===== src/verilog/line_activity_consts.vh =====
// register offsets, field positions and reset values for the line
// activity block; definitions only, included by line_activity_state_bits
`ifndef LINE_ACTIVITY_CONSTS_VH
`define LINE_ACTIVITY_CONSTS_VH

// byte offsets on the register bus
`define OFF_LINE_STATE   12'h000
`define OFF_IRQ_STATUS   12'h004
`define OFF_IRQ_MASK     12'h008
`define OFF_LINE_CTRL    12'h00C

// per_line_activity_register fields
`define LS_RX_ACTIVE     0
`define LS_RESYNC        1
`define LS_TX_GO         2
`define LS_UNDERRUN      3
`define LS_NXM           4
`define LS_MPE           5
`define LS_WIDTH         16

// interrupt status and mask fields
`define EV_RX_ACTIVE     0
`define EV_TX_STOP       1
`define EV_UNDERRUN      2
`define EV_NXM           3
`define EV_MPE           4
`define EV_WIDTH         5

// line control fields
`define LC_RX_ENABLE     0

// reset values
`define RST_LINE_STATE   16'h0000
`define RST_IRQ_MASK     5'h00
`define RST_LINE_CTRL    1'h0

// register select codes
`define SEL_NONE         3'h0
`define SEL_LINE_STATE   3'h1
`define SEL_IRQ_STATUS   3'h2
`define SEL_IRQ_MASK     3'h3
`define SEL_LINE_CTRL    3'h4

`endif


===== src/verilog/line_activity_state_bits.v =====
// per-line activity control and status bits, reached over APB3
// assumes line datapath events arrive as one-cycle pulses on REF_CLK
//
// Notes on behaviour
// - receiver-active sets once an enabled receiver finds the sync characters
// - writing one to resync restarts the sync search or stops reception
// - the sync search runs only while the line receiver is enabled
// - a successful resync search sets receiver-active to one
// - a resync request flushes this line's queued receive characters
// - host sets transmit-go; transmission runs while it stays set
// - transmit-go clears when principal and alternate counts are both zero
// - transmit-go clears when nonexistent-memory or parity flag becomes set
// - underrun sets when a loaded character meets data-not-available
// - underrun clears only by a written zero, whether or not the host has read it
// - a set underrun means at least one idle sync went out
// - nonexistent-memory flag sets when a transmit fetch gets no answer
// - parity flag sets on a memory parity error during transmit fetch
`include "line_activity_consts.vh"
`timescale 1ns/10ps
`default_nettype none

module line_activity_state_bits #(
	parameter ADDR_WIDTH = 12
) (
	input  wire                  REF_CLK,
	input  wire                  ARST_N,
	input  wire                  PSEL,
	input  wire                  PENABLE,
	input  wire                  PWRITE,
	input  wire [ADDR_WIDTH-1:0] PADDR,
	input  wire [31:0]           PWDATA,
	output reg  [31:0]           PRDATA,
	output reg                   PREADY,
	output reg                   PSLVERR,
	input  wire                  SYNC_FOUND,
	input  wire                  TX_CHAR_LOADED,
	input  wire                  TX_DATA_NOT_AVAIL,
	input  wire                  PRI_COUNT_ZERO,
	input  wire                  ALT_COUNT_ZERO,
	input  wire                  MEM_NONEXIST,
	input  wire                  MEM_PARITY_ERR,
	output reg                   TX_GO,
	output reg                   RX_ENABLE,
	output wire                  RX_ACTIVE,
	output wire                  RX_HUNT,
	output reg                   QUEUE_FLUSH,
	output reg                   IRQ
);

	// register select from the word address; bits below the word ignored
	function [2:0] reg_select;
		input [ADDR_WIDTH-1:0] addr;
		reg   [11:0]           word;
		begin
			word = {addr[11:2], 2'b00};
			case (word)
			`OFF_LINE_STATE: reg_select = `SEL_LINE_STATE;
			`OFF_IRQ_STATUS: reg_select = `SEL_IRQ_STATUS;
			`OFF_IRQ_MASK:   reg_select = `SEL_IRQ_MASK;
			`OFF_LINE_CTRL:  reg_select = `SEL_LINE_CTRL;
			default:         reg_select = `SEL_NONE;
			endcase
			// address bits above the map must all be zero
			if (|(addr >> 12))
				reg_select = `SEL_NONE;
		end
	endfunction

	wire [2:0]            sel;
	wire                  access;
	wire                  commit;
	wire                  answer;
	wire                  wr_commit;
	wire                  rd_commit;
	wire                  wr_line;
	wire                  wr_mask;
	wire                  wr_ctrl;
	wire                  rd_status;

	reg                   underrun_q;
	reg                   nxm_q;
	reg                   mpe_q;
	reg  [`EV_WIDTH-1:0]  status_q;
	reg  [`EV_WIDTH-1:0]  status_d;
	reg  [`EV_WIDTH-1:0]  mask_q;
	reg  [`EV_WIDTH-1:0]  mask_d;
	reg                   tx_go_d;
	reg                   rx_enable_d;
	reg  [31:0]           rdata_d;
	reg  [`LS_WIDTH-1:0]  line_state;

	wire                  resync_req;
	wire                  underrun_set;
	wire                  nxm_rise;
	wire                  mpe_rise;
	wire                  counts_done;
	wire                  tx_stop;
	wire                  tx_done_ev;
	wire                  active_rise;
	wire                  underrun_d;
	wire                  nxm_d;
	wire                  mpe_d;
	reg  [`EV_WIDTH-1:0]  events;

	// bus side: one wait state, so a transfer takes setup plus two access
	assign sel       = reg_select(PADDR);
	assign access    = PSEL && PENABLE;
	assign commit    = access && PREADY;
	assign answer    = access && !PREADY;
	assign wr_commit = commit && PWRITE && (sel != `SEL_NONE);
	assign rd_commit = commit && !PWRITE;
	assign wr_line   = wr_commit && (sel == `SEL_LINE_STATE);
	assign wr_mask   = wr_commit && (sel == `SEL_IRQ_MASK);
	assign wr_ctrl   = wr_commit && (sel == `SEL_LINE_CTRL);
	assign rd_status = rd_commit && (sel == `SEL_IRQ_STATUS);

	// ready is a one-cycle pulse in the second access cycle
	always @(posedge REF_CLK or negedge ARST_N) begin
		if (!ARST_N) begin
			PREADY <= 1'b0;
		end else begin
			PREADY <= answer;
		end
	end

	// data and error captured a cycle ahead of ready, then held, so
	// the status read-clear knows exactly what was returned
	always @(posedge REF_CLK or negedge ARST_N) begin
		if (!ARST_N) begin
			PSLVERR <= 1'b0;
			PRDATA  <= 32'h00000000;
		end else if (answer) begin
			PSLVERR <= (sel == `SEL_NONE);
			PRDATA  <= PWRITE ? 32'h00000000 : rdata_d;
		end else if (!access) begin
			PSLVERR <= 1'b0;
		end
	end

	// read view of the activity register; unused bits read zero
	always @* begin
		line_state                = `RST_LINE_STATE;
		line_state[`LS_RX_ACTIVE] = RX_ACTIVE;
		line_state[`LS_RESYNC]    = RX_HUNT;
		line_state[`LS_TX_GO]     = TX_GO;
		line_state[`LS_UNDERRUN]  = underrun_q;
		line_state[`LS_NXM]       = nxm_q;
		line_state[`LS_MPE]       = mpe_q;
	end

	always @* begin
		case (sel)
		`SEL_LINE_STATE: begin
			rdata_d = {16'h0000, line_state};
		end
		`SEL_IRQ_STATUS: begin
			rdata_d = {27'h0000000, status_q};
		end
		`SEL_IRQ_MASK: begin
			rdata_d = {27'h0000000, mask_q};
		end
		`SEL_LINE_CTRL: begin
			rdata_d = {31'h00000000, RX_ENABLE};
		end
		default: begin
			rdata_d = 32'h00000000;
		end
		endcase
	end

	// receiver side
	assign resync_req = wr_line && PWDATA[`LS_RESYNC];

	always @* begin
		rx_enable_d = RX_ENABLE;
		if (wr_ctrl)
			rx_enable_d = PWDATA[`LC_RX_ENABLE];
	end

	always @(posedge REF_CLK or negedge ARST_N) begin
		if (!ARST_N) begin
			RX_ENABLE <= `RST_LINE_CTRL;
		end else begin
			RX_ENABLE <= rx_enable_d;
		end
	end

	// hunt is gated by the enable inside the state machine
	sync_hunt_fsm u_hunt (
		.clk           (REF_CLK),
		.arst_n        (ARST_N),
		.rx_enable     (RX_ENABLE),
		.resync        (resync_req),
		.sync_found    (SYNC_FOUND),
		.active_q      (RX_ACTIVE),
		.hunting_q     (RX_HUNT),
		.active_rise_q (active_rise)
	);

	// flush even when the receiver is disabled; stale characters must go
	always @(posedge REF_CLK or negedge ARST_N) begin
		if (!ARST_N) begin
			QUEUE_FLUSH <= 1'b0;
		end else begin
			QUEUE_FLUSH <= resync_req;
		end
	end

	// transmitter side
	assign underrun_set = TX_CHAR_LOADED && TX_DATA_NOT_AVAIL;
	assign nxm_rise     = MEM_NONEXIST && !nxm_q;
	assign mpe_rise     = MEM_PARITY_ERR && !mpe_q;
	assign counts_done  = PRI_COUNT_ZERO && ALT_COUNT_ZERO;
	assign tx_stop      = counts_done || nxm_rise || mpe_rise;
	assign tx_done_ev   = TX_GO && tx_stop;

	// hardware stop outranks a host write in the same cycle
	always @* begin
		tx_go_d = TX_GO;
		if (tx_stop)
			tx_go_d = 1'b0;
		else if (wr_line)
			tx_go_d = PWDATA[`LS_TX_GO];
	end

	always @(posedge REF_CLK or negedge ARST_N) begin
		if (!ARST_N) begin
			TX_GO <= 1'b0;
		end else begin
			TX_GO <= tx_go_d;
		end
	end

	// hardware-set flag: a set wins over a written zero in the same
	// cycle, and a written one is ignored
	function flag_next;
		input cur;
		input set;
		input wr;
		input wbit;
		begin
			if (set)
				flag_next = 1'b1;
			else if (wr && !wbit)
				flag_next = 1'b0;
			else
				flag_next = cur;
		end
	endfunction

	assign underrun_d = flag_next(underrun_q, underrun_set, wr_line,
	                              PWDATA[`LS_UNDERRUN]);
	assign nxm_d      = flag_next(nxm_q, MEM_NONEXIST, wr_line,
	                              PWDATA[`LS_NXM]);
	assign mpe_d      = flag_next(mpe_q, MEM_PARITY_ERR, wr_line,
	                              PWDATA[`LS_MPE]);

	always @(posedge REF_CLK or negedge ARST_N) begin
		if (!ARST_N) begin
			underrun_q <= 1'b0;
		end else begin
			underrun_q <= underrun_d;
		end
	end

	always @(posedge REF_CLK or negedge ARST_N) begin
		if (!ARST_N) begin
			nxm_q <= 1'b0;
		end else begin
			nxm_q <= nxm_d;
		end
	end

	always @(posedge REF_CLK or negedge ARST_N) begin
		if (!ARST_N) begin
			mpe_q <= 1'b0;
		end else begin
			mpe_q <= mpe_d;
		end
	end

	// read-clear drops only the bits the read returned, so an event
	// landing between data capture and commit is not lost
	function [`EV_WIDTH-1:0] status_next;
		input [`EV_WIDTH-1:0] cur;
		input                 rd;
		input [`EV_WIDTH-1:0] seen;
		input [`EV_WIDTH-1:0] ev;
		begin
			status_next = cur;
			if (rd)
				status_next = status_next & ~seen;
			status_next = status_next | ev;
		end
	endfunction

	always @* begin
		events                = {`EV_WIDTH{1'b0}};
		events[`EV_RX_ACTIVE] = active_rise;
		events[`EV_TX_STOP]   = tx_done_ev;
		events[`EV_UNDERRUN]  = underrun_set;
		events[`EV_NXM]       = nxm_rise;
		events[`EV_MPE]       = mpe_rise;
	end

	always @* begin
		status_d = status_next(status_q, rd_status,
		                       PRDATA[`EV_WIDTH-1:0], events);
	end

	always @* begin
		mask_d = mask_q;
		if (wr_mask)
			mask_d = PWDATA[`EV_WIDTH-1:0];
	end

	always @(posedge REF_CLK or negedge ARST_N) begin
		if (!ARST_N) begin
			status_q <= {`EV_WIDTH{1'b0}};
		end else begin
			status_q <= status_d;
		end
	end

	always @(posedge REF_CLK or negedge ARST_N) begin
		if (!ARST_N) begin
			mask_q <= `RST_IRQ_MASK;
		end else begin
			mask_q <= mask_d;
		end
	end

	// built from next values so the flop tracks the registers with
	// no extra cycle of lag
	always @(posedge REF_CLK or negedge ARST_N) begin
		if (!ARST_N) begin
			IRQ <= 1'b0;
		end else begin
			IRQ <= |(status_d & mask_d);
		end
	end

endmodule // line_activity_state_bits

`default_nettype wire


===== src/verilog/sync_hunt_fsm.v =====
// receiver synchronisation state of one line: idle, hunting, active
// assumes sync_found and resync are one-cycle pulses on clk
`timescale 1ns/10ps
`default_nettype none

module sync_hunt_fsm (
	input  wire clk,
	input  wire arst_n,
	input  wire rx_enable,
	input  wire resync,
	input  wire sync_found,
	output reg  active_q,
	output reg  hunting_q,
	output reg  active_rise_q
);

	localparam [1:0] ST_IDLE   = 2'h0;
	localparam [1:0] ST_HUNT   = 2'h1;
	localparam [1:0] ST_ACTIVE = 2'h2;

	reg [1:0] state_q;
	reg [1:0] state_d;

	always @* begin
		state_d = state_q;
		case (state_q)
		ST_IDLE: begin
			if (rx_enable)
				state_d = ST_HUNT;
		end
		ST_HUNT: begin
			if (!rx_enable)
				state_d = ST_IDLE;
			else if (sync_found && !resync)
				state_d = ST_ACTIVE;
		end
		ST_ACTIVE: begin
			if (!rx_enable)
				state_d = ST_IDLE;
			else if (resync)
				state_d = ST_HUNT;
		end
		default: begin
			state_d = ST_IDLE;
		end
		endcase
	end

	always @(posedge clk or negedge arst_n) begin
		if (!arst_n) begin
			state_q       <= ST_IDLE;
			active_q      <= 1'b0;
			hunting_q     <= 1'b0;
			active_rise_q <= 1'b0;
		end else begin
			state_q       <= state_d;
			active_q      <= (state_d == ST_ACTIVE);
			hunting_q     <= (state_d == ST_HUNT);
			active_rise_q <= (state_d == ST_ACTIVE) &&
			                 (state_q != ST_ACTIVE);
		end
	end

endmodule // sync_hunt_fsm

`default_nettype wire

===== config.mk =====
export PLATFORM = sky130hd
export DESIGN_NAME = line_activity_state_bits
export DESIGN_NICKNAME = d
export VERILOG_FILES = /design/src/verilog/line_activity_state_bits.v /design/src/verilog/sync_hunt_fsm.v
export VERILOG_INCLUDE_DIRS = /design/src /design/src/verilog
export SDC_FILE = /design/constraint.sdc
export NUM_CORES = 1
export LEC_CHECK = 0
export BUFFER_PORTS_ARGS = -buffer_cell sky130_fd_sc_hd__buf_2
export CAP_MARGIN = 20
export CORE_ASPECT_RATIO = 0.7
export CORE_UTILIZATION = 35
export CTS_BUF_LIST = sky130_fd_sc_hd__clkbuf_4 sky130_fd_sc_hd__clkbuf_8
export DETAILED_ROUTE_END_ITERATION = 8
export HOLD_SLACK_MARGIN = 0.05
export PLACE_DENSITY = 0.71
export REMOVE_ABC_BUFFERS = 1
export SYNTH_ARGS = -nofsm -noshare
export SYNTH_HDL_FRONTEND = slang
export SYNTH_SLANG_ARGS = --single-unit

===== constraint.sdc =====
create_clock -name REF_CLK -period 1.85 [get_ports REF_CLK]
set_input_delay 0.185 -clock REF_CLK [delete_from_list [all_inputs] [get_ports REF_CLK]]
set_output_delay 0.185 -clock REF_CLK [all_outputs]
set_load 0.1 [all_outputs]

## Word-level counts from Yosys, hierarchy flattened

Cells that the tools add are included.

- Register bits after elaboration: 56
- Input bits: 56
- Word-level logic and storage cells: 94

- Equality and inequality tests: 13
- Muxes and demuxes: 21
- Bitwise operators: 4
- Reduce and logical (&&, ||, !) cells: 40

Operators with widths:

| operator | number |
|---|---|
| 2-to-1 mux 32 bit | 1 |
| case mux 6 bit (4 select lines) | 1 |
| logical AND 1 bit | 21 |
| equality test 10 x 2 -> 1 bit, second input constant | 2 |
| case mux 3 bit (4 select lines) | 1 |
| AND 5 bit | 2 |
| equality test 10 x 1 -> 1 bit, second input constant | 1 |
| zero test 10 bit | 1 |
| 2-to-1 mux 1 bit | 10 |
| 2-to-1 mux 2 bit | 5 |
| 2-to-1 mux 5 bit | 2 |
| zero test 1 bit | 8 |
| nonzero test 2 bit | 4 |
| equality test 3 x 2 -> 1 bit, second input constant | 2 |
| case mux 2 bit (3 select lines) | 1 |
| inverter 5 bit | 1 |
| bitwise OR 5 bit | 1 |
| OR reduction 5 bit | 1 |
| equality test 2 x 1 -> 1 bit, second input constant | 2 |
| equality test 2 bit, second input constant | 2 |
| equality test 3 x 1 -> 1 bit, second input constant | 1 |
| equality test 3 bit, second input constant | 1 |
| zero test 3 bit | 1 |
| nonzero test 3 bit | 1 |
| 4 further kinds | 5 |

## Depth between registers and ports, before layout

- Depth after elaboration: 13
- Depth in mapped cells: 8
- Mapped depth without buffers: 6

## Modules after synthesis

A second synthesis with hierarchy kept.

- Cell total of the unflattened synthesis: 162
- Area total of the unflattened synthesis: 1621.6 µm²

Modules (own cells, without submodules):

| module | instances | cells each | area each (µm²) | sequential area each (µm²) |
|---|---|---|---|---|
| line_activity_state_bits | 1 | 145 | 1436.4 | 625.6 |
| sync_hunt_fsm | 1 | 17 | 185.2 | 125.1 |

## Least setup slack after synthesis

No wires, ideal clock.

- Kind: register to register
- Start: reg PREADY
- End: reg IRQ
- Library setup time: 0.131 ns
- Arrival: 2.294 ns
- Data required time: 1.719 ns
- Setup slack: -0.576 ns
- Stages on the path, launching flop included: 7
- Path buffers: 0
- Path through: dfrtp_1 > nand4b_1 > nor4_1 > nand2_1 > a22o_1 > a222oi_1 > nand2_1

- Longest elaborated chain between the ends: 7
- Elaborated cells between the ends (all ways): 11

Ends and longest elaborated chain:

| element | RTL line | RTL |
|---|---|---|
| start: declaration | line_activity_state_bits.v:33 | `output reg PREADY,` |
| start signal: assignment | line_activity_state_bits.v:122 | `PREADY <= answer;` |
| logical AND 1 bit | line_activity_state_bits.v:108 | `assign commit = access && PREADY;` |
| logical AND 1 bit | line_activity_state_bits.v:111 | `assign rd_commit = commit && !PWRITE;` |
| logical AND 1 bit | line_activity_state_bits.v:115 | `` assign rd_status = rd_commit && (sel == `SEL_IRQ_STATUS); `` |
| 2-to-1 mux 5 bit | line_activity_state_bits.v:291 | `if (rd)` |
| bitwise OR 5 bit | line_activity_state_bits.v:293 | `status_next = status_next \| ev;` |
| net status_d[2] | line_activity_state_bits.v:84 | `` reg [`EV_WIDTH-1:0] status_d; `` |
| AND 5 bit | line_activity_state_bits.v:339 | `IRQ <= \|(status_d & mask_d);` |
| OR reduction 5 bit | line_activity_state_bits.v:339 |  |
| end signal: assignment | line_activity_state_bits.v:339 |  |
| end: declaration | line_activity_state_bits.v:47 | `output reg IRQ` |

The timed path passes the listed nets, and every way through them passes these cells.
A chain may end at the register's enable or synchronous reset.

## Final worst setup path

- Start: in PADDR[5]
- End: reg IRQ

- Longest elaborated chain between the ends: 8
- Elaborated cells between the ends (all ways): 16

Ends and longest elaborated chain:

| element | RTL line | RTL |
|---|---|---|
| start: declaration | line_activity_state_bits.v:30 | `input wire [ADDR_WIDTH-1:0] PADDR,` |
| equality test 10 x 2 -> 1 bit, or another cell as far along | line_activity_state_bits.v:56 | `case (word)` |
| case mux 3 bit (4 select lines) * | line_activity_state_bits.v:56 |  |
| nonzero test 3 bit (no line) | - |  |
| logical AND 1 bit | line_activity_state_bits.v:110 | `` assign wr_commit = commit && PWRITE && (sel != `SEL_NONE); `` |
| logical AND 1 bit * | line_activity_state_bits.v:113 | `` assign wr_mask = wr_commit && (sel == `SEL_IRQ_MASK); `` |
| 2-to-1 mux 5 bit * | line_activity_state_bits.v:313 | `if (wr_mask)` |
| net mask_d[2] | line_activity_state_bits.v:86 | `` reg [`EV_WIDTH-1:0] mask_d; `` |
| AND 5 bit * | line_activity_state_bits.v:339 |  |
| OR reduction 5 bit * | line_activity_state_bits.v:339 |  |

The timed path passes the listed nets; every way through them passes the cells marked *.

==> impl_metrics.tcl <==
set metrics [dict create \
    grtUsageTotal 0.154 \
    clock_latency_ns 0.29 \
    end_kind "register" \
    cellPowerDensity_mw_per_mm2 768 \
    nFillCells 392 \
    wl_per_cell_um 13.1 \
    grt_pass1_vias 1103 \
    dpl.hpwl_um 2620 \
    ios 96 \
    grt_max_degree 31 \
    crit_arrival_ns 2.25 \
    num_rows 19 \
    fp.dieW_um 81.6 \
    gr-total-overflow 0 \
    status "finished with violations" \
    fp.dieArea_mm2 0.00471 \
    firstDrtPassIters 4 \
    cts_made_buffers 5 \
    finalNonFillerCells 266 \
    fin_skew_ns 0.00481 \
    synth_cell_types 36 \
    finalNetCount 269 \
    grt_pass1_wl_um 5170 \
    antenna_found_initial 0 \
    dp.cells 255 \
    tightest_slew_ns 0.657 \
    die_y_um 57.8 \
    holdWs_ns 0.0977 \
    final_antenna_net_count 0 \
    rsz0062_at_grt "yes" \
    place_congestion 0.822 \
    drt-total-wl_um 3480 \
    io_buffers 41 \
    cts-root-buf "clkbuf_8" \
    synthCells 151 \
    ys_ff_latch 30 \
    area_growth_pct 30.5 \
    clkSinkCount 30 \
    relSlewSlack 0.562 \
    post-route-drc-count 0 \
    failed_checks "negative setup slack" \
    fin_util 0.496 \
    fin_ws_ns -0.240 \
    netlist_area_mm2 0.00155 \
    period_minus_slack_ns 2.09 \
    leakagePower_nw 1.06 \
    cp.required_ns 2.01 \
    pre_cts_ws_ns -0.719 \
    seq_area_frac_synth 0.483 \
    avgSynthCellArea_um2 10.3 \
    core_mm2 0.00409 \
    viasPerCell 4.53 \
    yosysWarnings 0 \
    setup.worst_path.class "input pin to register" \
    path_clk_slew_ns 0.06 \
    hold_violations 0 \
    totalPowerFinal_mw 1.56 \
    finalSetupViolations 17 \
    worstHoldPathType "input pin to register" \
    cts_tree "yes" \
    cts_buffer_depth 2 \
    worst-path-max-fanout 4 \
    drive_gt1_frac 0.416 \
    antenna_cells 0 \
    maxCapViolations 0 \
    fin_crit_sh 1.13 \
    critPathLaunchType "input pin" \
    cts.htree.levels 2 \
    dr.first_iter.drc_count 43 \
    ir_drop_v 0.000399 \
    initial_core_util 0.380 \
    slew_violations 0 \
    fmax_ghz 0.478 \
    dr_total_vias 1204 \
]
cells in the final DEF (no fill, tap or decap), types with 3 or more instances in the layout:
master    instances
buf_2            40
clkbuf_8          6
nor2_1            6
nand2_1          22
a22oi_1           4
buf_6             3
nand2b_1          3
mux2_2            4
conb_1           26
a21oi_2           3
nand3_1           3
buf_4            15
a22o_1            7
inv_1             3
dfrtp_1          30
worst paths after layout:
path	from	end	slack, ns	cells after the start
min reg2reg	PRDATA[5]	PRDATA[5]	0.49	2
max reg2reg	PREADY	IRQ	0.03	7
min	MEM_NONEXIST	nxm_q	0.1	2
max	PADDR[5]	IRQ	-0.24	7
max in group asynchronous	ARST_N	RX_ENABLE	0.96	2
min in group asynchronous	ARST_N	PSLVERR	0.46	2
critical path, stage by stage:
cell and delay [ns]:
buf_6 0.09, or4_4 0.52, or4_4 0.44, nand4bb_4 0.26
mux2_4 0.34, a222oi_1 0.34, nand2_1 0.08
timing repair:
item / CTS / global route
hold buffers: 1 / 0
endpoints found under the setup margin: 11 / 15
buffers inserted: 0 / 2
pin swaps: 1 / 12
hold endpoints to repair: 30 / 0
resized for setup: 6 / 16
layout make-up:
| cell class | instances | area [µm²] | area share |
|---|---|---|---|
| multi-input cells | 114 | 749 | 0.370 |
| inverters | 3 | 11.3 | 0.00555 |
| clock inverters | 1 | 5.00 | 0.00247 |
| well taps | 52 | 65.1 | 0.0321 |
| flip-flops and latches | 30 | 751 | 0.370 |
| repair buffers | 59 | 357 | 0.176 |
| clock buffers | 7 | 90.1 | 0.0444 |
cell usage after synthesis, drive strengths merged:
| master | n | area, µm² |
|---|---|---|
| dfrtp | 30 | 751 |
| buf | 28 | 211 |
| nand2 | 23 | 86.3 |
| a22o | 7 | 61.3 |
| nor2 | 7 | 26.3 |
| mux2 | 6 | 75.1 |
| a21oi | 5 | 25.0 |
| a22oi | 5 | 37.5 |
| o21ai | 4 | 20.0 |
| inv | 3 | 11.3 |
| nand2b | 3 | 18.8 |
| nand3 | 3 | 15.0 |
| nor3 | 3 | 20.0 |
| a21o | 2 | 15.0 |
| nand4b | 2 | 17.5 |
| nor2b | 2 | 12.5 |
| o211a | 2 | 20.0 |
| or2 | 2 | 12.5 |
| or4 | 2 | 22.5 |
| a211o | 1 | 8.76 |
| a221o | 1 | 10.0 |
| a222oi | 1 | 10.0 |
| a31oi | 1 | 6.26 |
| clkbuf | 1 | 3.75 |
| conb | 1 | 3.75 |
| mux2i | 1 | 10.0 |
| nand3b | 1 | 7.51 |
| nand4bb | 1 | 11.3 |
| nor3b | 1 | 7.51 |
| nor4 | 1 | 6.26 |
| or4b | 1 | 10.0 |
where the power goes:
group	internal, mW	switching [mW]
Clock	0.314	0.238
Sequential	0.663	0.00361
Combinational	0.0444	0.296
Total	1.02	0.537
cells by family (layout without fill, tap and decap cells):
family                 count (synthesis)  count (layout)  share of synthesized area
DFF                                   30              30                      0.483
other                                  1              26                    0.00241
buffers and inverters                 32              70                      0.146
and+or+nand+nor                       52              52                      0.176
muxes                                  7               7                     0.0547
AOI/OAI and AO/OA                     29              29                      0.138
state kept, by name, summed over array words and instances, names as in the netlist:
name                  flops
QUEUE_FLUSH               1
nxm_q                     1
u_hunt.hunting_q          1
IRQ                       1
PREADY                    1
mpe_q                     1
u_hunt.active_q           1
u_hunt.state_q            2
u_hunt.active_rise_q      1
TX_GO                     1
RX_ENABLE                 1
underrun_q                1
PRDATA                    6
PSLVERR                   1
status_next.cur           5
mask_q                    5
per-stage QoR:
step                setup TNS (ns)  instance area, µm²
finish                       -1.54                2030
global route                 -2.56                2030
CTS                         -0.250                1950
detailed placement           -6.85                1820
global placement             -6.52                1820
floorplan                    -3.90                1430
metal layers:
layer / share of wire / global-route usage / vias to the layer above
li1: - / - / 602
met1: 0.51 / 0.224 / 560
met2: 0.42 / 0.204 / 39
met3: 0.059 / 0.0709 / 3
met4: 0.0083 / 0.0451 / 0
met5: 0 / 0 / -
Power figures use the tool's default switching activity.
